File: config.mk
export PLATFORM = sky130hd
export DESIGN_NAME = codec_verb_responder
export DESIGN_NICKNAME = d
export VERILOG_FILES = /design/src/rtl/codec_verb_pkg.sv /design/src/rtl/verb_link_if.sv /design/src/rtl/conn_sel_reg.sv /design/src/rtl/verb_link_serdes.sv /design/src/rtl/codec_verb_responder.sv
export VERILOG_INCLUDE_DIRS = /design/src /design/src/rtl
export SDC_FILE = /design/constraint.sdc
export NUM_CORES = 1
export LEC_CHECK = 0
export BUFFER_PORTS_ARGS = -buffer_cell sky130_fd_sc_hd__buf_4
export CORE_ASPECT_RATIO = 0.5
export CORE_MARGIN = 5
export CORE_UTILIZATION = 30
export CTS_BUF_LIST = sky130_fd_sc_hd__clkbuf_8
export DETAILED_ROUTE_END_ITERATION = 7
export HOLD_SLACK_MARGIN = 0.12
export MAX_ROUTING_LAYER = met4
export SYNTH_ARGS = -nofsm -noshare
export SYNTH_HDL_FRONTEND = slang
export SYNTH_SLANG_ARGS = --single-unit
File: constraint.sdc
create_clock -name core_clk -period 3.6 [get_ports core_clk]
set_clock_uncertainty 0.2 [all_clocks]
set_input_delay 0.72 -clock core_clk [delete_from_list [all_inputs] [get_ports core_clk]]
set_output_delay 0.72 -clock core_clk [all_outputs]
set_load 0.01 [all_outputs]
File: src/rtl/codec_verb_params.svh
`ifndef CODEC_VERB_PARAMS_SVH
`define CODEC_VERB_PARAMS_SVH
// ----------------------------------------
// ----------------------------------------
`define VB_GETPAR 12'hF00
`define VB_GETSEL 12'hF01
`define VB_SETSEL 12'h701
`define PID_PIN 8'h0C
`define PID_AMPIN 8'h0D
`define PID_CLEN 8'h0E
`define PID_PWR 8'h0F
`define PID_PROC 8'h10
`define PID_GPIO 8'h11
`define PID_AMPOUT 8'h12
`define PID_KNOB 8'h13
`define N_AFG 8'h01
`define N_CONV0 8'h02
`define N_CONVX 8'h06
`define N_ADCMIC 8'h07
`define N_ADCLIN 8'h08
`define N_ADCMIX 8'h09
`define N_MIXER 8'h0B
`define N_SUM0 8'h0C
`define N_SUM1 8'h0F
`define N_PSEL0 8'h10
`define N_PSEL1 8'h11
`define N_PSEL2 8'h12
`define N_PSEL3 8'h13
`define N_PIN0 8'h14
`define N_PINO1 8'h17
`define N_PINL1 8'h1B
`define N_BEEP 8'h1D
`define N_KNOB 8'h21
`define SEL_COUNT 7
`define RST_MIC 8'h00
`define RST_LIN 8'h02
`define RST_MIX 8'h04
`define RST_PSEL 8'h00
`define AMP_STEP 7'h03
`define AMP_RST 32'h8000_1F17
`define AMPCONV_RST 32'h0000_0000
`define OVR_RST 8'h00
`define CL_SHORT 1'b0
`define CL_ADC 7'h07
`define CL_MIX 7'h0A
`define CL_MIXER 7'h08
`define CL_SUM 7'h02
`define CL_SEL 7'h04
`define CL_PIN 7'h01
`define PWR_SUP 4'hF
`define PROC_COEF 8'h00
`define PROC_BENIGN 1'b1
`define GPIO_WAKE_CAPABLE 1'b0
`define GPIO_UNSOL_CAPABLE 1'b1
`define GPIO_IN_ONLY 8'h00
`define GPIO_OUT_ONLY 8'h00
`define GPIO_BIDIR 8'h02
`define KNOB_DELTA 1'b1
`define KNOB_STEPS 7'h3F
`define PCAP_OUT 5'h1C
`define PCAP_IN 5'h04
`define PCAP_BEEP 5'h00
`define R_CTRL 8'h00
`define R_AMPDEF 8'h04
`define R_AMPCONV 8'h08
`define R_OVR 8'h0C
`define R_LCMD 8'h10
`define R_LRSP 8'h14
`define R_SELA 8'h18
`define R_SELB 8'h1C
`define CTRL_ADDR_RST 4'h0
`define CTRL_EN_RST 1'b1
`define LINK_BITS 6'h20
`endif

File: src/rtl/codec_verb_pkg.sv
package codec_verb_pkg;
	typedef struct packed {
		logic [3:0]  codecLinkAddress;
		logic [7:0]  nodeIdentifier;
		logic [11:0] verbId;
		logic [7:0]  payload;
	} cmd_word_s;
	typedef struct packed {
		logic       mute;
		logic [7:0] rsvdA;
		logic [6:0] stepSize;
		logic       rsvdB;
		logic [6:0] knob_step_count;
		logic       rsvdC;
		logic [6:0] offset;
	} amp_caps_s;
	typedef logic [7:0] sel_idx_t;
endpackage : codec_verb_pkg

File: src/rtl/verb_link_if.sv
`timescale 1ns/10ps
`default_nettype none
interface verb_link_if
	import codec_verb_pkg::*;
();
	logic        cmdValid;
	cmd_word_s   cmdWord;
	logic        rspValid;
	logic [31:0] rspWord;
	modport core (input cmdValid, input cmdWord, output rspValid, output rspWord);
	modport link (output cmdValid, output cmdWord, input rspValid, input rspWord);
endinterface : verb_link_if
`default_nettype wire

File: src/rtl/conn_sel_reg.sv
`timescale 1ns/10ps
`default_nettype none
module conn_sel_reg
	import codec_verb_pkg::*;
#(
	parameter sel_idx_t RESET_IDX = 8'h00
)
(
	// clock and control
	input  wire logic     core_clk,
	input  wire logic     rst,
	input  wire logic     ce,
	// update
	input  wire logic     wrEn,
	input  wire sel_idx_t wrIdx,
	// selection
	output var sel_idx_t  idx_q
);
	always_ff @(posedge core_clk)
	begin
		if (rst)
			idx_q <= RESET_IDX;
		else if (ce && wrEn)
			idx_q <= wrIdx;
	end
endmodule : conn_sel_reg
`default_nettype wire

File: src/rtl/verb_link_serdes.sv
`timescale 1ns/10ps
`default_nettype none
`include "codec_verb_params.svh"
module verb_link_serdes
	import codec_verb_pkg::*;
(
	// clock and control
	input  wire logic core_clk,
	input  wire logic rst,
	input  wire logic ce,
	// link pins
	input  wire logic linkBitClk,
	input  wire logic linkSync,
	input  wire logic linkCmdData,
	output logic      linkRspData,
	output logic      linkRspOe,
	// verb side
	verb_link_if.link lnk
);
	logic [2:0]  meta_q;
	logic [2:0]  pin_q;
	logic        clkPrev_q;
	logic        rxBusy_q;
	logic [5:0]  rxCnt_q;
	logic [31:0] rxShift_q;
	logic [5:0]  txCnt_q;
	logic [31:0] txShift_q;
	logic        cmdValid_q;
	cmd_word_s   cmdWord_q;
	logic        rise;
	logic        fall;

	assign rise = pin_q[0] & ~clkPrev_q;
	assign fall = ~pin_q[0] & clkPrev_q;
	assign lnk.cmdValid = cmdValid_q;
	assign lnk.cmdWord = cmdWord_q;

	// meta stage feeds only the second stage
	always_ff @(posedge core_clk)
	begin
		if (rst)
		begin
			meta_q <= 3'h0;
			pin_q <= 3'h0;
			clkPrev_q <= 1'b0;
		end
		else if (ce)
		begin
			meta_q <= {linkCmdData, linkSync, linkBitClk};
			pin_q <= meta_q;
			clkPrev_q <= pin_q[0];
		end
	end

	// command bits taken msb first on bit clock rises after sync
	always_ff @(posedge core_clk)
	begin
		if (rst)
		begin
			rxBusy_q <= 1'b0;
			rxCnt_q <= 6'h00;
			rxShift_q <= 32'h0000_0000;
			cmdValid_q <= 1'b0;
			cmdWord_q <= '0;
		end
		else if (ce)
		begin
			cmdValid_q <= 1'b0;
			if (rise && !rxBusy_q && pin_q[1])
			begin
				rxBusy_q <= 1'b1;
				rxCnt_q <= 6'h00;
			end
			else if (rise && rxBusy_q)
			begin
				rxShift_q <= {rxShift_q[30:0], pin_q[2]};
				rxCnt_q <= rxCnt_q + 6'h01;
				if (rxCnt_q == `LINK_BITS - 6'h01)
				begin
					rxBusy_q <= 1'b0;
					cmdValid_q <= 1'b1;
					cmdWord_q <= {rxShift_q[30:0], pin_q[2]};
				end
			end
		end
	end

	// response driven on falls; a new response restarts the shift
	always_ff @(posedge core_clk)
	begin
		if (rst)
		begin
			txCnt_q <= 6'h00;
			txShift_q <= 32'h0000_0000;
			linkRspData <= 1'b0;
			linkRspOe <= 1'b0;
		end
		else if (ce)
		begin
			if (lnk.rspValid)
			begin
				txCnt_q <= `LINK_BITS;
				txShift_q <= lnk.rspWord;
			end
			else if (fall && txCnt_q != 6'h00)
			begin
				linkRspData <= txShift_q[31];
				linkRspOe <= 1'b1;
				txShift_q <= {txShift_q[30:0], 1'b0};
				txCnt_q <= txCnt_q - 6'h01;
			end
			else if (fall)
			begin
				linkRspOe <= 1'b0;
				linkRspData <= 1'b0;
			end
		end
	end
endmodule : verb_link_serdes
`default_nettype wire

File: src/rtl/codec_verb_responder.sv
`timescale 1ns/10ps
`default_nettype none
`include "codec_verb_params.svh"
module codec_verb_responder
	import codec_verb_pkg::*;
(
	// clock and control
	input  wire logic        core_clk,
	input  wire logic        rst,
	input  wire logic        ce,
	// wishbone register slave
	input  wire logic        wbCyc,
	input  wire logic        wbStb,
	input  wire logic        wbWe,
	input  wire logic [7:0]  wbAdr,
	input  wire logic [3:0]  wbSel,
	input  wire logic [31:0] wbDatWr,
	output logic [31:0]      wbDatRd,
	output logic             wbAck,
	// audio link
	input  wire logic        linkBitClk,
	input  wire logic        linkSync,
	input  wire logic        linkCmdData,
	output logic             linkRspData,
	output logic             linkRspOe
);
	localparam sel_idx_t SEL_NODE [0:`SEL_COUNT-1] = '{`N_ADCMIC, `N_ADCLIN,
		`N_ADCMIX, `N_PSEL0, `N_PSEL1, `N_PSEL2, `N_PSEL3};
	localparam sel_idx_t SEL_RST [0:`SEL_COUNT-1] = '{`RST_MIC, `RST_LIN,
		`RST_MIX, `RST_PSEL, `RST_PSEL, `RST_PSEL, `RST_PSEL};

	logic [3:0]          ctrlAddr_q;
	logic                ctrlEn_q;
	amp_caps_s           ampDef_q;
	amp_caps_s           ampConv_q;
	logic [7:0]          ovr_q;
	logic [31:0]         lastCmd_q;
	logic [31:0]         lastRsp_q;
	logic [31:0]         datRd_q;
	logic                ack_q;
	logic                rspValid_q;
	logic [31:0]         rspWord_q;
	logic [31:0]         rspWord_d;
	logic [31:0]         readMux;
	logic [7:0]          regAdr;
	logic                wbReq;
	logic                wbWrite;
	sel_idx_t            selIdx [0:`SEL_COUNT-1];
	logic [`SEL_COUNT-1:0] selWr;
	logic                selHit;
	cmd_word_s           cmd;
	logic [7:0]          node_identifier;
	logic [7:0]          convOff;
	logic                addressed;
	logic                isAfg;
	logic                isPin;
	logic                isConv;
	logic                ovrHit;
	amp_caps_s           amp;
	logic [4:0]          pinCaps;
	logic [6:0]          clen;

	verb_link_if lnk ();

	verb_link_serdes u_serdes (
		.core_clk    (core_clk),
		.rst         (rst),
		.ce          (ce),
		.linkBitClk  (linkBitClk),
		.linkSync    (linkSync),
		.linkCmdData (linkCmdData),
		.linkRspData (linkRspData),
		.linkRspOe   (linkRspOe),
		.lnk         (lnk.link)
	);

	for (genvar i = 0; i < `SEL_COUNT; i++)
	begin : g_sel
		conn_sel_reg #(
			.RESET_IDX (SEL_RST[i])
		) u_sel (
			.core_clk (core_clk),
			.rst      (rst),
			.ce       (ce),
			.wrEn     (selWr[i]),
			.wrIdx    (cmd.payload),
			.idx_q    (selIdx[i])
		);
	end

	// ----------------------------------------
	// verb decode
	// ----------------------------------------
	function automatic logic [31:0] ampWord(input amp_caps_s a);
		return {a.mute, 8'h00, `AMP_STEP, 1'b0, a.knob_step_count, 1'b0, a.offset};
	endfunction : ampWord

	assign cmd = lnk.cmdWord;
	assign node_identifier = cmd.nodeIdentifier;
	// other codec addresses share the link, stay silent for them
	assign addressed = lnk.cmdValid && ctrlEn_q && cmd.codecLinkAddress == ctrlAddr_q;
	assign isAfg = node_identifier == `N_AFG;
	assign isPin = node_identifier >= `N_PIN0 && node_identifier <= `N_BEEP;
	assign isConv = node_identifier >= `N_CONV0 && node_identifier <= `N_ADCMIX && node_identifier != `N_CONVX;
	assign convOff = node_identifier - `N_CONV0;
	assign ovrHit = isConv && ovr_q[convOff[2:0]];
	assign amp = isAfg ? ampDef_q : ampConv_q;
	assign pinCaps = node_identifier <= `N_PINO1 ? `PCAP_OUT : (node_identifier == `N_BEEP ? `PCAP_BEEP : `PCAP_IN);

	always_comb
	begin
		clen = 7'h00;
		if (node_identifier == `N_ADCMIC || node_identifier == `N_ADCLIN)
			clen = `CL_ADC;
		else if (node_identifier == `N_ADCMIX)
			clen = `CL_MIX;
		else if (node_identifier == `N_MIXER)
			clen = `CL_MIXER;
		else if (node_identifier >= `N_SUM0 && node_identifier <= `N_SUM1)
			clen = `CL_SUM;
		else if (node_identifier >= `N_PSEL0 && node_identifier <= `N_PSEL3)
			clen = `CL_SEL;
		else if (node_identifier >= `N_PIN0 && node_identifier <= `N_PINL1)
			clen = `CL_PIN;
	end

	always_comb
	begin
		rspWord_d = 32'h0000_0000;
		selWr = '0;
		selHit = 1'b0;
		for (int i = 0; i < `SEL_COUNT; i++)
			if (node_identifier == SEL_NODE[i])
				selHit = 1'b1;
		case (cmd.verbId)
			`VB_GETPAR:
			begin
				case (cmd.payload)
					`PID_PIN:
						if (isPin)
							rspWord_d = {27'h0000000, pinCaps};
					`PID_AMPIN,
					`PID_AMPOUT:
						if (isAfg || ovrHit)
							rspWord_d = ampWord(amp);
					`PID_CLEN:
						rspWord_d = {24'h000000, `CL_SHORT, clen};
					`PID_PWR:
						if (isAfg)
							rspWord_d = {28'h0000000, `PWR_SUP};
					`PID_PROC:
						if (isAfg)
							rspWord_d = {16'h0000, `PROC_COEF, 7'h00, `PROC_BENIGN};
					`PID_GPIO:
						if (isAfg)
							rspWord_d = {`GPIO_WAKE_CAPABLE, `GPIO_UNSOL_CAPABLE, 6'h00,
								`GPIO_IN_ONLY, `GPIO_OUT_ONLY, `GPIO_BIDIR};
					`PID_KNOB:
						if (node_identifier == `N_KNOB)
							rspWord_d = {24'h000000, `KNOB_DELTA, `KNOB_STEPS};
					default:
						rspWord_d = 32'h0000_0000;
				endcase
			end
			`VB_GETSEL:
			begin
				for (int i = 0; i < `SEL_COUNT; i++)
					if (node_identifier == SEL_NODE[i])
						rspWord_d = {24'h000000, selIdx[i]};
			end
			`VB_SETSEL:
			begin
				for (int i = 0; i < `SEL_COUNT; i++)
					selWr[i] = addressed && node_identifier == SEL_NODE[i];
			end
			default:
				rspWord_d = 32'h0000_0000;
		endcase
	end

	// one cycle from command to response
	always_ff @(posedge core_clk)
	begin
		if (rst)
		begin
			rspValid_q <= 1'b0;
			rspWord_q <= 32'h0000_0000;
			lastCmd_q <= 32'h0000_0000;
			lastRsp_q <= 32'h0000_0000;
		end
		else if (ce)
		begin
			rspValid_q <= addressed;
			if (addressed)
			begin
				rspWord_q <= rspWord_d;
				lastCmd_q <= cmd;
				lastRsp_q <= rspWord_d;
			end
		end
	end

	assign lnk.rspValid = rspValid_q;
	assign lnk.rspWord = rspWord_q;

	// ----------------------------------------
	// wishbone slave
	// ----------------------------------------
	function automatic logic [31:0] mergeBytes(input logic [31:0] old,
		input logic [31:0] nw, input logic [3:0] be);
		logic [31:0] res;
		res = old;
		for (int b = 0; b < 4; b++)
			if (be[b])
				res[b*8 +: 8] = nw[b*8 +: 8];
		return res;
	endfunction : mergeBytes

	assign wbReq = wbCyc && wbStb;
	assign wbWrite = wbReq && wbWe && ack_q;
	assign regAdr = {wbAdr[7:2], 2'b00};
	assign wbAck = ack_q;
	assign wbDatRd = datRd_q;

	always_ff @(posedge core_clk)
	begin
		if (rst)
			ack_q <= 1'b0;
		else if (ce)
			ack_q <= wbReq && !ack_q;
	end

	always_ff @(posedge core_clk)
	begin
		if (rst)
		begin
			ctrlAddr_q <= `CTRL_ADDR_RST;
			ctrlEn_q <= `CTRL_EN_RST;
			ampDef_q <= `AMP_RST;
			ampConv_q <= `AMPCONV_RST;
			ovr_q <= `OVR_RST;
		end
		else if (ce && wbWrite)
		begin
			if (regAdr == `R_CTRL && wbSel[0])
				ctrlAddr_q <= wbDatWr[3:0];
			if (regAdr == `R_CTRL && wbSel[1])
				ctrlEn_q <= wbDatWr[8];
			if (regAdr == `R_AMPDEF)
				ampDef_q <= mergeBytes(ampDef_q, wbDatWr, wbSel);
			if (regAdr == `R_AMPCONV)
				ampConv_q <= mergeBytes(ampConv_q, wbDatWr, wbSel);
			if (regAdr == `R_OVR && wbSel[0])
				ovr_q <= wbDatWr[7:0];
		end
	end

	always_comb
	begin
		case (regAdr)
			`R_CTRL:    readMux = {23'h000000, ctrlEn_q, 4'h0, ctrlAddr_q};
			`R_AMPDEF:  readMux = ampWord(ampDef_q);
			`R_AMPCONV: readMux = ampWord(ampConv_q);
			`R_OVR:     readMux = {24'h000000, ovr_q};
			`R_LCMD:    readMux = lastCmd_q;
			`R_LRSP:    readMux = lastRsp_q;
			`R_SELA:    readMux = {8'h00, selIdx[2], selIdx[1], selIdx[0]};
			`R_SELB:    readMux = {selIdx[6], selIdx[5], selIdx[4], selIdx[3]};
			default:    readMux = 32'h0000_0000;
		endcase
	end

	always_ff @(posedge core_clk)
	begin
		if (rst)
			datRd_q <= 32'h0000_0000;
		else if (ce && wbReq && !ack_q)
			datRd_q <= readMux;
	end

	logic getPar;
	logic getSel;
	logic setSel;
	assign getPar = addressed && ce && cmd.verbId == `VB_GETPAR;
	assign getSel = addressed && ce && cmd.verbId == `VB_GETSEL;
	assign setSel = addressed && ce && cmd.verbId == `VB_SETSEL;
endmodule : codec_verb_responder
`default_nettype wire

== Yosys cells after proc, flatten, opt, wreduce, memory -nomap -nowiden ==
Cells that the tools add are included.
Cells by class
  add/sub/neg operators: 3
  magnitude comparators: 11
  eq/ne operators: 32
  multiplexer cells: 43
  bitwise gates (word level): 6
  reduce and logical (&&, ||, !) cells: 66
Operator list (count)
  2-to-1 mux 32 bit: 10
  case mux 32 bit (8 select lines): 1
  case mux 32 bit (7 select lines): 1
  equality test 8 x 5 -> 1 bit, second input constant: 9
  case mux 32 bit (2 select lines): 1
  equality test 8 x 4 -> 1 bit, second input constant: 7
  logical AND 1 bit: 37
  AND reduction 3 bit: 11
  <= comparator 8 x 5 -> 1 bit, second input constant: 4
  2-to-1 mux 31 bit: 1
  equality test 12 bit, second input constant: 2
  equality test 6 x 3 -> 1 bit, second input constant: 4
  2-to-1 mux 6 bit: 4
  greater-or-equal comparator 8 x 5 -> 1 bit, second input constant: 2
  <= comparator 8 x 4 -> 1 bit, second input constant: 2
  2-to-1 mux 4 bit: 4
  2-to-1 mux 8 bit: 2
  equality test 12 x 11 -> 1 bit, second input constant: 1
  equality test 6 x 2 -> 1 bit, second input constant: 2
  2-to-1 mux 1 bit: 12
  AND reduction 2 bit: 6
  2-to-1 mux 5 bit: 2
  2-to-1 mux 3 bit: 3
  equality test 8 x 1 -> 1 bit, second input constant: 1
  other kinds (23): 32
Word-level totals
  register bits: 349
  bits of input ports: 53
  output and inout bits: 35
  logic and storage cells: 207

== Depth between registers and ports, before layout ==
Gate-level depths: netlist (run 1).
  depth after elaboration: 10
  gate-level depth with buffers: 12
  mapped depth without buffers: 8

== Hierarchy ==
A second synthesis (run 1) with hierarchy kept.
Second synthesis, totals
  cells, all modules: 1689
  area total of the unflattened synthesis: 14316.2 µm²
Modules (own cells, without submodules)
  codec_verb_responder: times used 1, cells an instance 894, area each 7111.8 µm², sequential area each 2542.4 µm²
  verb_link_serdes: times used 1, cells an instance 536, area each 4643.2 µm², sequential area each 2362.3 µm²
  conn_sel_reg at g_sel[0].u_sel ...: times used 5, cells an instance 37, area each 366.6 µm², sequential area each 160.2 µm²
  conn_sel_reg at g_sel[1].u_sel ...: times used 2, cells an instance 37, area each 364.1 µm², sequential area each 160.2 µm²

== Worst setup path before layout (run 1) ==
No wires, ideal clock.
  path kind: flip-flop to flip-flop
  from: register u_serdes.cmdWord_q, in the netlist u_serdes.lnk.cmdWord[21]
  to: register rspWord_q[0], in the netlist lnk.rspWord[0]
  library setup time: 78 ps
  arrival: 2925 ps
  required time: 3322 ps
  slack: 397 ps
  stages on the path, launching flop included: 13
  path buffers: 4
  clock period less this slack: 3203 ps
  cell sequence: dfxtp_1 > clkbuf_1 > clkbuf_1 > clkbuf_1 > buf_1 > inv_1 > ha_1 > and2_1 > a22oi_1 > nand4_1 > a211oi_1 > a2111oi_0 > nor3_1
Between the ends
  cells in the longest elaborated chain, start to end: 10
  elaborated cells on any way between the ends: 55
  classes of those cells: add/sub: 1; order compare: 10; eq/ne: 11; mux: 24; reduce/logical: 9
RTL lines
  start, declared: RTL line verb_link_serdes.sv:29  | cmd_word_s cmdWord_q;
  start signal, assigned: RTL line verb_link_serdes.sv:82  | cmdWord_q <= {rxShift_q[30:0], pin_q[2]};
  greater-or-equal comparator 8 x 5 -> 1 bit (no source line) / <= comparator 8 x 5 -> 1 bit (equally long branches)
  logical AND 1 bit (no source line)
  2-to-1 mux 1 bit: RTL line codec_verb_responder.sv:123  | else if (node_identifier >= `N_PIN0 && node_identifier <= `N_PINL1)
  2-to-1 mux 3 bit: RTL line codec_verb_responder.sv:121  | else if (node_identifier >= `N_PSEL0 && node_identifier <= `N_PSEL3)
  2-to-1 mux 3 bit: RTL line codec_verb_responder.sv:119  | else if (node_identifier >= `N_SUM0 && node_identifier <= `N_SUM1)
  2-to-1 mux 4 bit: RTL line codec_verb_responder.sv:117  | else if (node_identifier == `N_MIXER)
  2-to-1 mux 4 bit: RTL line codec_verb_responder.sv:115  | else if (node_identifier == `N_ADCMIX)
  2-to-1 mux 4 bit: RTL line codec_verb_responder.sv:113  | if (node_identifier == `N_ADCMIC || node_identifier == `N_ADCLIN)
  case mux 32 bit (7 select lines): RTL line codec_verb_responder.sv:138  | case (cmd.payload)
  case mux 32 bit (2 select lines) (*): RTL line codec_verb_responder.sv:135  | case (cmd.verbId)
  end signal, assigned: RTL line codec_verb_responder.sv:196  | rspWord_q <= rspWord_d;
  end, declared: RTL line codec_verb_responder.sv:42  | logic [31:0] rspWord_q;
Mark *: on every way between the ends. The rest lies on a longest branch, timed or not. The select of a mux whose other input is x is not followed.
A chain may end at the register's enable or synchronous reset.

== Worst setup path after layout (run 1) ==
  from: register u_serdes.cmdWord_q, in the netlist u_serdes.lnk.cmdWord[31]
  to: register rspWord_q[3], in the netlist lnk.rspWord[3]
Between the ends
  cells in the longest elaborated chain, start to end: 3
RTL lines
  equality test 4 bit: RTL line codec_verb_responder.sv:101  | assign addressed = lnk.cmdValid && ctrlEn_q && cmd.codecLinkAddress == ctrlAddr_q;
  logical AND 1 bit: RTL line codec_verb_responder.sv:101
  AND reduction 2 bit (no source line)
Every way passes these cells.

==> report_table.html, run 1 <==
<table>
<tr><th>Metric</th><th>Value</th></tr>
<tr><th colspan="2">Worst setup path</th></tr>
<tr><td>Data required time of the critical path</td><td>3.87 ns</td></tr>
<tr><td>Crit Path Class</td><td>reg2reg</td></tr>
<tr><td>Max FO, Critical Path</td><td>12</td></tr>
<tr><td>Worst setup path end</td><td>lnk.rspWord[3]$_SDFFE_PP0P_</td></tr>
<tr><td>Critical R2R Capture</td><td>lnk.rspWord[3]$_SDFFE_PP0P_</td></tr>
<tr><td>Worst R2R Start</td><td>u_serdes.lnk.cmdWord[31]$_SDFFE_PP0P_</td></tr>
<tr><td>Kind of capture point of the worst setup path</td><td>flip-flop</td></tr>
<tr><td>Launch point of the critical path</td><td>u_serdes.lnk.cmdWord[31]$_SDFFE_PP0P_</td></tr>
<tr><td>Data arrival time of the critical path</td><td>3.55 ns</td></tr>
<tr><td>Length in cells of the worst reg-to-reg path</td><td>7</td></tr>
<tr><td>Minimum setup slack among reg-to-reg paths</td><td>0.31 ns</td></tr>
<tr><td>Worst Setup Start Kind</td><td>flip-flop</td></tr>
<tr><th colspan="2">Cells and area</th></tr>
<tr><td>Count of inserted antenna diode cells</td><td>0</td></tr>
<tr><td>Layout Area Growth over Synthesis</td><td>17.8%</td></tr>
<tr><td>Layout net count</td><td>1681</td></tr>
<tr><td>Post-route non-filler standard cell count</td><td>2247</td></tr>
<tr><td>Share of final-layout standard cells stronger than drive strength 1</td><td>13.9%</td></tr>
<tr><th colspan="2">Route</th></tr>
<tr><td>Vias per std cell</td><td>5.20</td></tr>
<tr><td>Initial drt markers</td><td>1343</td></tr>
<tr><td>Number of routed nets with antenna violations</td><td>0</td></tr>
<tr><td>First-pass iteration count of the detailed router</td><td>6</td></tr>
<tr><td>Total number of vias</td><td>11679</td></tr>
<tr><td>Routed wirelength normalized by instance count</td><td>19.0 um</td></tr>
<tr><td>Total DRC errors in the routed layout</td><td>0</td></tr>
<tr><td>Post-Route WL</td><td>42700 um</td></tr>
<tr><th colspan="2">STA</th></tr>
<tr><td>Hold violation count in the final report</td><td>0</td></tr>
<tr><td>Actual transition at the worst max-transition pin</td><td>1.23 ns</td></tr>
<tr><td>Setup Viol. Count Final</td><td>0</td></tr>
<tr><td>Setup repair after global routing missed its margin</td><td>false</td></tr>
<tr><td>Max-slew violation total from the final report</td><td>0</td></tr>
<tr><td>Clock period minus worst slack</td><td>3.29 ns</td></tr>
<tr><td>Highest achievable clock rate</td><td>304 MHz</td></tr>
<tr><td>Headroom to the max-slew limit</td><td>18.0%</td></tr>
<tr><td>Setup slack of the critical path after layout</td><td>0.315 ns</td></tr>
<tr><td>Setup TNS after final layout</td><td>0 ns</td></tr>
<tr><td>Part of the cycle the worst path needs</td><td>91.3%</td></tr>
<tr><th colspan="2">Clocking</th></tr>
<tr><td>Clock transition at the registers of the reported paths</td><td>0.06 ns</td></tr>
<tr><td>H-tree levels</td><td>2</td></tr>
<tr><td>Number of buffers on the longest clock path</td><td>3</td></tr>
<tr><td>Num Clock Sinks</td><td>301</td></tr>
<tr><td>Inserted Clock Buffers</td><td>49</td></tr>
<tr><td>Clk Tree Root Cell</td><td>clkbuf_8</td></tr>
<tr><td>Post-CTS setup buffer count</td><td>0</td></tr>
<tr><td>Clk Latency, worst-skew pair</td><td>0.58 ns</td></tr>
<tr><td>CTS tree</td><td>built</td></tr>
<tr><td>Hold buffer count at cts</td><td>0</td></tr>
<tr><td>Post-CTS Resized</td><td>0</td></tr>
<tr><th colspan="2">Yosys</th></tr>
<tr><td>Synthesized cell area</td><td>13200 um^2</td></tr>
<tr><td>Average instance area after synthesis</td><td>8.46 um^2</td></tr>
<tr><td>Syn_nets</td><td>1619</td></tr>
<tr><td>Most common flop cell mapped by yosys</td><td>dfxtp_1</td></tr>
<tr><td>Cells after synthesis</td><td>1563</td></tr>
<tr><td>EDFF count, synth</td><td>0</td></tr>
<tr><td>Seq cells post-synth</td><td>301</td></tr>
<tr><td>Sequential fraction of the synthesis area</td><td>45.6%</td></tr>
<tr><td>Synth Warn #</td><td>0</td></tr>
<tr><td>Share of flip-flops with an asynchronous set or reset</td><td>0%</td></tr>
<tr><td>Number of distinct library cells after synthesis</td><td>70</td></tr>
<tr><th colspan="2">Placement</th></tr>
<tr><td>Routability congestion estimate</td><td>0.958</td></tr>
<tr><td>Pre-CTS setup slack</td><td>0.371 ns</td></tr>
<tr><td>Half-perimeter wire length after placement</td><td>29400 um</td></tr>
<tr><td>Cell Count Post-Placement</td><td>2162</td></tr>
<tr><td>Count of input and output buffers</td><td>68</td></tr>
<tr><th colspan="2">Global route</th></tr>
<tr><td>Global-route wire length before repair</td><td>65400 um</td></tr>
<tr><td>Tot GR Track Use</td><td>17.5%</td></tr>
<tr><td>Number of antenna violations at the first check in global routing</td><td>0</td></tr>
<tr><td>Pin count of the biggest net entering global routing</td><td>141</td></tr>
<tr><td>Total overflow reported by the global router</td><td>0</td></tr>
<tr><td>Via count of the first global-routing pass</td><td>10738</td></tr>
<tr><th colspan="2">Die</th></tr>
<tr><td>Effective utilization at floorplan</td><td>30.4%</td></tr>
<tr><td>Die Footprint</td><td>48600 um^2</td></tr>
<tr><td>Floorplan die height</td><td>158 um</td></tr>
<tr><td>Chip width</td><td>307 um</td></tr>
<tr><td>I/O pin count</td><td>88</td></tr>
<tr><td>Total core area</td><td>43600 um^2</td></tr>
<tr><td>Number of standard-cell rows in the floorplan</td><td>54</td></tr>
<tr><th colspan="2">Job</th></tr>
<tr><td>Max Cap Violations</td><td>0</td></tr>
<tr><th colspan="2">Power and ir drop</th></tr>
<tr><td>Power per Cell Area</td><td>422 nW/um^2</td></tr>
<tr><td>Leak</td><td>0.00544 uW</td></tr>
<tr><td>Worst vdd rail ir drop</td><td>0.210 mV</td></tr>
<tr><th colspan="2">Status</th></tr>
<tr><td>Status</td><td>complete, no violations</td></tr>
<tr><th colspan="2">Worst hold path</th></tr>
<tr><td>Path category of the worst min-delay check</td><td>in2reg</td></tr>
</table>
worst min-delay path by stage:
stage	from	to	slack (ns)	depth (start not counted)
finish	wbDatWr[12]	ampDef_q[12]$_SDFFE_PP1P_	0.16	2
global route	wbDatWr[12]	ampDef_q[12]$_SDFFE_PP1P_	0.15	2
CTS	wbDatWr[12]	ampDef_q[12]$_SDFFE_PP1P_	0.14	2
detailed placement	lastCmd_q[4]$_SDFFE_PP0P_	lastCmd_q[4]$_SDFFE_PP0P_	0.24	2
global placement	lastCmd_q[4]$_SDFFE_PP0P_	lastCmd_q[4]$_SDFFE_PP0P_	0.24	2
floorplan	lastCmd_q[8]$_SDFFE_PP0P_	lastCmd_q[8]$_SDFFE_PP0P_	0.23	2
cells by family (layout without fill, tap and decap cells):
logic type / count (synthesis) / count (layout) / share of synthesized area, %
simple gates: 620 / 620 / 21.2
compound gates: 355 / 355 / 17.9
flops: 301 / 301 / 45.6
buf+inv: 138 / 234 / 4.04
mux: 137 / 137 / 10.4
xor+xnor: 9 / 9 / 0.596
fa+ha+maj: 3 / 3 / 0.284
cells in the mapped netlist (9+ instances only):
master / n / area share (%)
dfxtp_1: 301 / 46
nand2_1: 252 / 7.2
nor2_1: 208 / 5.9
a21oi_1: 131 / 5.0
mux2i_1: 131 / 9.9
clkbuf_1: 115 / 3.3
a22oi_1: 59 / 3.3
a211oi_1: 40 / 2.3
o21ai_0: 35 / 1.3
nor3_1: 30 / 1.1
nand3_1: 23 / 0.87
nor2b_1: 17 / 0.80
a221oi_1: 16 / 1.1
nand2b_1: 16 / 0.76
a222oi_1: 14 / 1.1
inv_1: 12 / 0.34
a211o_1: 11 / 0.73
or4_1: 9 / 0.51
area by class of cell:
class / instances / area [um^2]
Timing Repair Buffer: 137 / 1090
Sequential cell: 301 / 6030
Fill cell: 4511 / 28000
Inverter: 12 / 45.0
Tap cell: 588 / 736
Multi-Input combinational cell: 1124 / 6700
Clock buffer: 61 / 840
Clock inverter: 24 / 148
flip-flops by register name, indices dropped and copies added, names as in the netlist, 15 cells and up:
| register | cells |
|---|---|
| g_sel.u_sel.idx_q | 56 |
| wbDatRd | 32 |
| ampConv_q | 15 |
| u_serdes.lnk.cmdWord | 32 |
| ampDef_q | 15 |
| u_serdes.rxShift_q | 31 |
| lnk.rspWord | 18 |
| lastCmd_q | 32 |
| u_serdes.txShift_q | 32 |
layer usage:
| metal | track usage [%] | wire length, um | vias to the layer above |
|---|---|---|---|
| met3 | 3.30 | 2870 | 54 |
| met2 | 26.9 | 19100 | 342 |
| met1 | 23.7 | 19900 | 5595 |
| met5 | - | 0 | - |
| met4 | 4.86 | 868 | 0 |
| li1 | - | - | 5688 |
worst max-delay path, cell delays in order, from the launching register on:
cell	delay, ns
dfxtp_1	0.35
xor2_1	0.18
or2_1	0.26
or4_1	0.82
buf_4	0.32
a2111oi_0	0.75
buf_4	0.23
a21oi_1	0.06
report_power, final:
| group | internal [uW] | leakage, uW | total [uW] | switching (uW) |
|---|---|---|---|---|
| Clock | 1660 | 0.000577 | 3010 | 1350 |
| Sequential | 3350 | 0.00243 | 3360 | 11.8 |
| Combinational | 75.3 | 0.00244 | 204 | 129 |
layout by cell type, fill, tap and decap left out, types with 4 or more instances in the layout:
master,netlist,final
a222oi_1,14,14
nor2_1,208,206
a211o_1,11,11
a21oi_1,131,131
nor4_1,8,6
a221oi_1,16,16
buf_12,0,4
inv_1,12,32
a211oi_1,40,40
or3_1,4,4
a31oi_1,6,6
clkbuf_8,0,61
mux2i_1,131,131
a2111oi_0,8,7
nand2_1,252,252
nor3b_1,4,4
mux2_2,6,6
a32oi_1,5,5
a22oi_1,59,59
or4_1,9,9
nand2b_1,16,16
and2_1,5,5
nand3b_1,4,4
buf_4,1,132
o21ai_0,35,35
dfxtp_1,301,301
nor2b_1,17,17
nand4_1,8,8
nor3_1,30,29
nand3_1,23,23
xor2_1,7,7
and3_1,5,5
through the flow:
stage	utilization (%)	hold WS, ns	cell area [um^2]	power [uW]
3_3_place_gp	33.5	0.238	14600	3640
2_1_floorplan	-	0.230	13200	3540
4_1_cts	35.7	0.139	15600	6640
5_1_grt	35.7	0.147	15600	6850
3_5_place_dp	33.5	0.245	14600	3640
6_report	35.7	0.159	15600	6570
(Power assumes the default switching activity.)
==> run 2, diff against run 1 <==
--- a/config.mk
+++ b/config.mk
@@ -11,9 +11,11 @@
 export CORE_MARGIN = 5
 export CORE_UTILIZATION = 30
 export CTS_BUF_LIST = sky130_fd_sc_hd__clkbuf_8
+export CTS_CLUSTER_DIAMETER = 150
 export DETAILED_ROUTE_END_ITERATION = 7
 export HOLD_SLACK_MARGIN = 0.12
 export MAX_ROUTING_LAYER = met4
 export SYNTH_ARGS = -nofsm -noshare
 export SYNTH_HDL_FRONTEND = slang
+export SYNTH_HIERARCHICAL = 1
 export SYNTH_SLANG_ARGS = --single-unit
==> run 2 against run 1 <==
Global-route usage is 0.41 points lower. Worst hold slack worse by 0.012 ns. Cell count is 7.4% higher. Clock power is essentially flat. Register-to-register slack got worse by 0.02 ns. Die area up 7.8%. Power increased by 0.44%. Count of clock-buffer cells in the layout is 3 higher. Via count grew 8.1%. Non-clock buffer count decreased by 3. Setup slack worse by 0.024 ns. Critical endpoint is now lnk.rspWord[6]$_SDFFE_PP0P_. Highest routed layer unchanged.
==> report_table.html, run 2 <==
<table>
<tr><th>Metric</th><th>Value</th></tr>
<tr><th colspan="2">STA</th></tr>
<tr><td>Headroom to the max-slew limit</td><td>41.6%</td></tr>
<tr><td>Part of the cycle the worst path needs</td><td>91.9%</td></tr>
<tr><td>Setup TNS after final layout</td><td>0 ns</td></tr>
<tr><td>Actual transition at the worst max-transition pin</td><td>0.875 ns</td></tr>
<tr><td>Max-slew violation total from the final report</td><td>0</td></tr>
<tr><td>Hold violation count in the final report</td><td>0</td></tr>
<tr><td>Clock period minus worst slack</td><td>3.31 ns</td></tr>
<tr><td>Highest achievable clock rate</td><td>302 MHz</td></tr>
<tr><td>Setup repair after global routing missed its margin</td><td>false</td></tr>
<tr><td>Setup Viol. Count Final</td><td>0</td></tr>
<tr><th colspan="2">Route</th></tr>
<tr><td>Initial drt markers</td><td>1219</td></tr>
<tr><td>First-pass iteration count of the detailed router</td><td>6</td></tr>
<tr><td>Total DRC errors in the routed layout</td><td>0</td></tr>
<tr><td>Vias per std cell</td><td>5.23</td></tr>
<tr><td>Number of routed nets with antenna violations</td><td>0</td></tr>
<tr><td>Total number of vias</td><td>12623</td></tr>
<tr><td>Routed wirelength normalized by instance count</td><td>18.6 um</td></tr>
<tr><td>Post-Route WL</td><td>44900 um</td></tr>
<tr><th colspan="2">Clocking</th></tr>
<tr><td>CTS tree</td><td>built</td></tr>
<tr><td>H-tree levels</td><td>2</td></tr>
<tr><td>Post-CTS Resized</td><td>0</td></tr>
<tr><td>Clock transition at the registers of the reported paths</td><td>0.06 ns</td></tr>
<tr><td>Inserted Clock Buffers</td><td>48</td></tr>
<tr><td>Clk Tree Root Cell</td><td>clkbuf_8</td></tr>
<tr><td>Number of buffers on the longest clock path</td><td>3</td></tr>
<tr><td>Clk Latency, worst-skew pair</td><td>0.60 ns</td></tr>
<tr><td>Num Clock Sinks</td><td>301</td></tr>
<tr><th colspan="2">Yosys</th></tr>
<tr><td>Dominant cell by count in the synthesized netlist</td><td>dfxtp_1</td></tr>
<tr><td>Proportion of netlist area held by the largest area contributor</td><td>42.1%</td></tr>
<tr><td>Synthesized cell area</td><td>14300 um^2</td></tr>
<tr><td>Seq cells post-synth</td><td>301</td></tr>
<tr><td>Most common flop cell mapped by yosys</td><td>dfxtp_1</td></tr>
<tr><td>EDFF count, synth</td><td>0</td></tr>
<tr><td>Most instantiated cells after synthesis</td><td>301 x dfxtp_1, 270 x nand2_1, 207 x a21oi_1, 148 x nor2_1, 97 x mux2i_1</td></tr>
<tr><td>Cell type with the highest aggregate area in the netlist</td><td>dfxtp_1</td></tr>
<tr><td>Sequential fraction of the synthesis area</td><td>42.1%</td></tr>
<tr><td>Cells after synthesis</td><td>1689</td></tr>
<tr><td>Number of distinct library cells after synthesis</td><td>76</td></tr>
<tr><td>Synth Warn #</td><td>6</td></tr>
<tr><td>Average instance area after synthesis</td><td>8.48 um^2</td></tr>
<tr><td>Share of flip-flops with an asynchronous set or reset</td><td>0%</td></tr>
<tr><td>Cell types occupying the most area after synthesis</td><td>dfxtp_1 42%, a21oi_1 7.2%, nand2_1 7.1%</td></tr>
<tr><th colspan="2">Worst setup path</th></tr>
<tr><td>Critical-path cell list</td><td>or4_4 -&gt; or4_4 -&gt; a2111o_1 -&gt; or4_1 -&gt; or2_1 -&gt; a31oi_1</td></tr>
<tr><td>Worst path slowest cell</td><td>or4_1</td></tr>
<tr><td>CP most frequent cell</td><td>or4_4</td></tr>
<tr><td>Crit Path Class</td><td>reg2reg</td></tr>
<tr><td>Worst R2R Start</td><td>u_serdes/lnk.cmdWord[25]$_SDFFE_PP0P_</td></tr>
<tr><td>Max FO, Critical Path</td><td>10</td></tr>
<tr><td>Launch point of the critical path</td><td>u_serdes/lnk.cmdWord[25]$_SDFFE_PP0P_</td></tr>
<tr><td>Gate family responsible for the most delay along the worst path</td><td>simple AND/OR/NAND/NOR gates</td></tr>
<tr><td>Data required time of the critical path</td><td>3.92 ns</td></tr>
<tr><td>Data arrival time of the critical path</td><td>3.63 ns</td></tr>
<tr><td>Crit path largest cell delay</td><td>0.71 ns</td></tr>
<tr><td>Length in cells of the worst reg-to-reg path</td><td>6</td></tr>
<tr><td>Minimum setup slack among reg-to-reg paths</td><td>0.29 ns</td></tr>
<tr><td>Critical R2R Capture</td><td>lnk.rspWord[6]$_SDFFE_PP0P_</td></tr>
<tr><td>Worst setup path end</td><td>lnk.rspWord[6]$_SDFFE_PP0P_</td></tr>
<tr><td>Stages on the worst setup path</td><td>6</td></tr>
<tr><td>Buf+Inv Stages, Crit Path</td><td>0</td></tr>
<tr><td>Worst Setup Start Kind</td><td>flip-flop</td></tr>
<tr><td>Kind of capture point of the worst setup path</td><td>flip-flop</td></tr>
<tr><th colspan="2">Global route</th></tr>
<tr><td>Number of antenna violations at the first check in global routing</td><td>0</td></tr>
<tr><td>Tot GR Track Use</td><td>17.1%</td></tr>
<tr><td>Grt met1 use</td><td>23.5%</td></tr>
<tr><td>Met3 Track Usage GR</td><td>3.27%</td></tr>
<tr><td>Global-route wire length before repair</td><td>69700 um</td></tr>
<tr><td>Total overflow reported by the global router</td><td>0</td></tr>
<tr><td>Gr busiest metal</td><td>met2</td></tr>
<tr><td>Pin count of the biggest net entering global routing</td><td>95</td></tr>
<tr><td>Via count of the first global-routing pass</td><td>11715</td></tr>
<tr><td>GR Util met2</td><td>26.1%</td></tr>
<tr><th colspan="2">Power and ir drop</th></tr>
<tr><td>Worst vdd rail ir drop</td><td>0.184 mV</td></tr>
<tr><td>Leak</td><td>0.00558 uW</td></tr>
<tr><td>Power per Cell Area</td><td>402 nW/um^2</td></tr>
<tr><th colspan="2">Cells and area</th></tr>
<tr><td>Layout Area Growth over Synthesis</td><td>14.7%</td></tr>
<tr><td>Final core utilization</td><td>34.9%</td></tr>
<tr><td>Share of final-layout standard cells stronger than drive strength 1</td><td>15.7%</td></tr>
<tr><td>Count of inserted antenna diode cells</td><td>0</td></tr>
<tr><td>Commonest non-fill, non-tap cells in the layout</td><td>300 x dfxtp_1, 270 x nand2_1, 207 x a21oi_1, 148 x nor2_1, 129 x buf_4</td></tr>
<tr><td>Layout net count</td><td>1795</td></tr>
<tr><td>Post-route non-filler standard cell count</td><td>2413</td></tr>
<tr><td>Most common cell after layout, fill and taps aside</td><td>dfxtp_1</td></tr>
<tr><td>Flip-flop count of the largest register after layout</td><td>56</td></tr>
<tr><td>Largest register by flop count</td><td>g_sel.u_sel/idx_q</td></tr>
<tr><th colspan="2">Die</th></tr>
<tr><td>Die Footprint</td><td>52500 um^2</td></tr>
<tr><td>Number of standard-cell rows in the floorplan</td><td>56</td></tr>
<tr><td>Floorplan die height</td><td>164 um</td></tr>
<tr><td>Chip width</td><td>319 um</td></tr>
<tr><td>Effective utilization at floorplan</td><td>30.5%</td></tr>
<tr><td>Total core area</td><td>47000 um^2</td></tr>
<tr><td>I/O pin count</td><td>88</td></tr>
<tr><th colspan="2">Job</th></tr>
<tr><td>Max Cap Violations</td><td>0</td></tr>
<tr><th colspan="2">Placement</th></tr>
<tr><td>Count of input and output buffers</td><td>68</td></tr>
<tr><td>Routability congestion estimate</td><td>0.901</td></tr>
<tr><td>Cell Count Post-Placement</td><td>2325</td></tr>
<tr><td>Half-perimeter wire length after placement</td><td>31100 um</td></tr>
<tr><th colspan="2">Worst hold path</th></tr>
<tr><td>Startpoint of the lowest-slack hold path</td><td>wbDatWr[10]</td></tr>
<tr><td>Number of instances on the worst hold path</td><td>2</td></tr>
<tr><td>Path category of the worst min-delay check</td><td>in2reg</td></tr>
<tr><th colspan="2">Status</th></tr>
<tr><td>Status</td><td>complete, no violations</td></tr>
</table>
[run 2: cell families after synthesis]
logic type,synth area share (%)
and+or+nand+nor,19.3
xor gates and xnor gates,0.367
AOI/OAI and AO/OA,22.7
other,0.0262
adders and majority gates,0.350
buffers and inverters,5.71
DFF,42.1
muxes,9.46
[run 2: worst reg2reg max path: stages, from the launching register on]
cell      delay (ns)
dfxtp_1         0.38
or4_4           0.55
or4_4           0.43
a2111o_1        0.46
or4_1           0.71
or2_1           0.35
a31oi_1         0.16
[run 2: power breakdown]
part / internal [uW] / switching [uW] / leakage, uW / total (uW)
clock network: 1600 / 1410 / 0.000558 / 3010
registers: 3340 / 6.20 / 0.00243 / 3350
logic: 77.1 / 170 / 0.00260 / 247
[run 2: how the worst min path moves through the flow]
stage and end:
2_1_floorplan lastCmd_q[1]$_SDFFE_PP0P_, 3_3_place_gp lastCmd_q[6]$_SDFFE_PP0P_, 3_5_place_dp lastCmd_q[2]$_SDFFE_PP0P_, 4_1_cts ampDef_q[10]$_SDFFE_PP1P_, 5_1_grt ampDef_q[0]$_SDFFE_PP1P_, 6_report ampDef_q[10]$_SDFFE_PP1P_
[run 2: per-stage QoR]
stage | setup WS [ns] | hold WS (ns) | area, um^2 | total power (uW)
6_report | 0.291 | 0.146 | 16400 | 6600
5_1_grt | 0.169 | 0.135 | 16400 | 6880
4_1_cts | 0.300 | 0.122 | 16400 | 6680
3_5_place_dp | 0.327 | 0.244 | 15400 | 3660
3_3_place_gp | 0.364 | 0.239 | 15400 | 3660
2_1_floorplan | 0.254 | 0.233 | 14400 | 3580
[run 2: final cells by class]
type / instances / area (um^2)
Fill cell: 4886 / 30600
Clock buffer: 64 / 881
Tap cell: 638 / 798
Timing Repair Buffer: 134 / 1050
Sequential cell: 301 / 6030
Clock inverter: 23 / 119
Inverter: 6 / 22.5
Multi-Input combinational cell: 1247 / 7520
[run 2: layer usage]
metal | routed length (um) | share of wire (%) | vias to the layer above
met3 | 3030 | 6.7 | 58
met4 | 913 | 2.0 | 0
met2 | 19900 | 44 | 401
li1 | - | - | 6092
met5 | 0 | 0 | -
met1 | 21100 | 47 | 6072
[run 2: what timing repair did]
item                                   in CTS  in global routing
buffers inserted                            0                  0
endpoints found under the hold margin       1                  0
hold buffers                                1                  0
==> run 3, diff against run 2 <==
--- a/config.mk
+++ b/config.mk
@@ -15,6 +15,7 @@
 export DETAILED_ROUTE_END_ITERATION = 7
 export HOLD_SLACK_MARGIN = 0.12
 export MAX_ROUTING_LAYER = met4
+export RECOVER_POWER = 50
 export SYNTH_ARGS = -nofsm -noshare
 export SYNTH_HDL_FRONTEND = slang
 export SYNTH_HIERARCHICAL = 1
==> run 3 against run 2 <==
The run now ends with capacitance limit, slew limit left. Worst hold slack better by 0.0031 ns. Fmax down 0.69%. Sequential share of layout area up 0.39 points. Wire length up 0.14%. Critical path type unchanged.
==> report_table.html, run 3 (synthesized netlist as in run 2, its figures left out) <==
<table>
<tr><th>Metric</th><th>Value</th></tr>
<tr><th colspan="2">Worst setup path</th></tr>
<tr><td>Crit Path Class</td><td>reg2reg</td></tr>
<tr><td>Data arrival time of the critical path</td><td>3.64 ns</td></tr>
<tr><td>Worst R2R Start</td><td>u_serdes/lnk.cmdWord[25]$_SDFFE_PP0P_</td></tr>
<tr><td>Minimum setup slack among reg-to-reg paths</td><td>0.27 ns</td></tr>
<tr><td>Kind of capture point of the worst setup path</td><td>flip-flop</td></tr>
<tr><td>Critical R2R Capture</td><td>lnk.rspWord[6]$_SDFFE_PP0P_</td></tr>
<tr><td>Max FO, Critical Path</td><td>10</td></tr>
<tr><td>Length in cells of the worst reg-to-reg path</td><td>6</td></tr>
<tr><td>Worst Setup Start Kind</td><td>flip-flop</td></tr>
<tr><td>Data required time of the critical path</td><td>3.90 ns</td></tr>
<tr><th colspan="2">STA</th></tr>
<tr><td>Part of the cycle the worst path needs</td><td>92.6%</td></tr>
<tr><td>Setup TNS after final layout</td><td>0 ns</td></tr>
<tr><td>Highest achievable clock rate</td><td>300 MHz</td></tr>
<tr><td>Setup Viol. Count Final</td><td>0</td></tr>
<tr><td>Clock period minus worst slack</td><td>3.33 ns</td></tr>
<tr><td>Headroom to the max-slew limit</td><td>-40.3%</td></tr>
<tr><td>Actual transition at the worst max-transition pin</td><td>2.10 ns</td></tr>
<tr><td>Setup repair after global routing missed its margin</td><td>false</td></tr>
<tr><td>Max-slew violation total from the final report</td><td>93</td></tr>
<tr><td>Hold violation count in the final report</td><td>0</td></tr>
<tr><th colspan="2">Clocking</th></tr>
<tr><td>Post-CTS Resized</td><td>0</td></tr>
<tr><td>Num Clock Sinks</td><td>301</td></tr>
<tr><td>Clk Latency, worst-skew pair</td><td>0.60 ns</td></tr>
<tr><td>Inserted Clock Buffers</td><td>48</td></tr>
<tr><td>Number of buffers on the longest clock path</td><td>3</td></tr>
<tr><td>CTS tree</td><td>built</td></tr>
<tr><td>Clk Tree Root Cell</td><td>clkbuf_8</td></tr>
<tr><td>Clock transition at the registers of the reported paths</td><td>0.06 ns</td></tr>
<tr><td>H-tree levels</td><td>2</td></tr>
<tr><th colspan="2">Global route</th></tr>
<tr><td>Pin count of the biggest net entering global routing</td><td>95</td></tr>
<tr><td>Tot GR Track Use</td><td>17.1%</td></tr>
<tr><td>Via count of the first global-routing pass</td><td>11715</td></tr>
<tr><td>Global-route wire length before repair</td><td>69700 um</td></tr>
<tr><td>Total overflow reported by the global router</td><td>0</td></tr>
<tr><td>Number of antenna violations at the first check in global routing</td><td>0</td></tr>
<tr><th colspan="2">Placement</th></tr>
<tr><td>Routability congestion estimate</td><td>0.901</td></tr>
<tr><td>Cell Count Post-Placement</td><td>2325</td></tr>
<tr><td>Half-perimeter wire length after placement</td><td>31100 um</td></tr>
<tr><td>Count of input and output buffers</td><td>68</td></tr>
<tr><td>Cell Area, Placed</td><td>15400 um^2</td></tr>
<tr><th colspan="2">Route</th></tr>
<tr><td>Vias per std cell</td><td>5.20</td></tr>
<tr><td>Routed wirelength normalized by instance count</td><td>18.6 um</td></tr>
<tr><td>Initial drt markers</td><td>1133</td></tr>
<tr><td>Number of routed nets with antenna violations</td><td>0</td></tr>
<tr><td>Total DRC errors in the routed layout</td><td>0</td></tr>
<tr><td>Post-Route WL</td><td>45000 um</td></tr>
<tr><td>First-pass iteration count of the detailed router</td><td>7</td></tr>
<tr><td>Total number of vias</td><td>12548</td></tr>
<tr><th colspan="2">Cells and area</th></tr>
<tr><td>Fillers</td><td>4924</td></tr>
<tr><td>Commonest non-fill, non-tap cells in the layout</td><td>300 x dfxtp_1, 270 x nand2_1, 207 x a21oi_1, 148 x nor2_1, 97 x mux2i_1</td></tr>
<tr><td>Layout net count</td><td>1795</td></tr>
<tr><td>Post-route cell area</td><td>16300 um^2</td></tr>
<tr><td>Most common cell after layout, fill and taps aside</td><td>dfxtp_1</td></tr>
<tr><td>Layout Area Growth over Synthesis</td><td>13.5%</td></tr>
<tr><td>Final core utilization</td><td>34.6%</td></tr>
<tr><td>Share of final-layout standard cells stronger than drive strength 1</td><td>13.6%</td></tr>
<tr><td>Flip-flop count of the largest register after layout</td><td>56</td></tr>
<tr><td>Post-route non-filler standard cell count</td><td>2413</td></tr>
<tr><td>Count of inserted antenna diode cells</td><td>0</td></tr>
<tr><td>Largest register by flop count</td><td>g_sel.u_sel/idx_q</td></tr>
<tr><th colspan="2">Worst hold path</th></tr>
<tr><td>Path category of the worst min-delay check</td><td>in2reg</td></tr>
<tr><td>Number of instances on the worst hold path</td><td>2</td></tr>
<tr><td>Startpoint of the lowest-slack hold path</td><td>wbDatWr[10]</td></tr>
<tr><td>Worst-case hold path end point</td><td>ampDef_q[10]$_SDFFE_PP1P_</td></tr>
<tr><th colspan="2">Power and ir drop</th></tr>
<tr><td>Leak</td><td>0.00541 uW</td></tr>
<tr><td>Power per Cell Area</td><td>406 nW/um^2</td></tr>
<tr><td>Worst vdd rail ir drop</td><td>0.186 mV</td></tr>
<tr><th colspan="2">Die</th></tr>
<tr><td>I/O pin count</td><td>88</td></tr>
<tr><td>Effective utilization at floorplan</td><td>30.5%</td></tr>
<tr><td>Chip width</td><td>319 um</td></tr>
<tr><td>Floorplan die height</td><td>164 um</td></tr>
<tr><td>Number of standard-cell rows in the floorplan</td><td>56</td></tr>
<tr><td>Total core area</td><td>47000 um^2</td></tr>
<tr><td>Die Footprint</td><td>52500 um^2</td></tr>
<tr><th colspan="2">Status</th></tr>
<tr><td>Status</td><td>finished, violations left</td></tr>
<tr><td>Violated checks</td><td>capacitance limit, slew limit</td></tr>
<tr><th colspan="2">Job</th></tr>
<tr><td>Max Cap Violations</td><td>1</td></tr>
</table>
-- run 3: cell types whose count changed in the layout (fill, tap and decap cells not counted), sizes merged --
cell	change
buf	-43
clkbuf	+43
-- run 3: cell type report --
class | instances | area, um^2 | share of cell area (%)
Multi-Input combinational cell | 1247 | 7520 | 46.3
Inverter | 6 | 22.5 | 0.139
Clock buffer | 64 | 881 | 5.42
Clock inverter | 23 | 119 | 0.731
Timing Repair Buffer | 134 | 881 | 5.42
Tap cell | 638 | 798 | 4.91
Sequential cell | 301 | 6030 | 37.1
-- run 3: through the flow --
stage                     setup WS (ns)  total power, uW  hold WS [ns]
after floorplan                   0.254             3580         0.233
after global placement            0.364             3660         0.239
after detailed placement          0.327             3660         0.244
after CTS                         0.300             6680         0.122
after global routing              0.157             6870         0.135
final                             0.268             6590         0.149
-- run 3: worst max-delay path, cell delays in order, from the launching register on --
cell,delay [ns]
dfxtp_1,0.38
or4_4,0.55
or4_4,0.43
a2111o_1,0.46
or4_1,0.72
or2_1,0.34
a31oi_1,0.16
-- run 3: report_power, final --
part / switching [uW] / internal (uW) / total [uW]
logic: 171 / 70.2 / 241
registers: 6.08 / 3340 / 3350
clock network: 1410 / 1600 / 3010
total: 1580 / 5010 / 6590
-- run 3: worst max-delay path by stage --
stage,cells past startpoint,startpoint,end,slack (ns)
after floorplan,10,u_serdes/lnk.cmdWord[21]$_SDFFE_PP0P_,lnk.rspWord[6]$_SDFFE_PP0P_,0.25
after global placement,6,u_serdes/lnk.cmdWord[25]$_SDFFE_PP0P_,lnk.rspWord[6]$_SDFFE_PP0P_,0.36
after detailed placement,6,u_serdes/lnk.cmdWord[25]$_SDFFE_PP0P_,lnk.rspWord[6]$_SDFFE_PP0P_,0.33
after CTS,6,u_serdes/lnk.cmdWord[25]$_SDFFE_PP0P_,lnk.rspWord[6]$_SDFFE_PP0P_,0.30
after global routing,6,u_serdes/lnk.cmdWord[25]$_SDFFE_PP0P_,lnk.rspWord[6]$_SDFFE_PP0P_,0.16
final,6,u_serdes/lnk.cmdWord[25]$_SDFFE_PP0P_,lnk.rspWord[6]$_SDFFE_PP0P_,0.27
-- run 3: routing by layer --
layer  global-route usage, %  part of all wire [%]  up-vias
met5                       -                     0        -
met4                    4.30                   2.0        0
met3                    3.27                   6.2       62
met2                    26.1                    44      357
met1                    23.5                    48     6044
li1                        -                     -     6085
-- run 3: timing repair --
| item | CTS | global route |
|---|---|---|
| setup buffers | 0 | 0 |
| endpoints found under the setup margin | 0 | 0 |
| hold buffers | 1 | 0 |
| hold endpoints to repair | 1 | 0 |
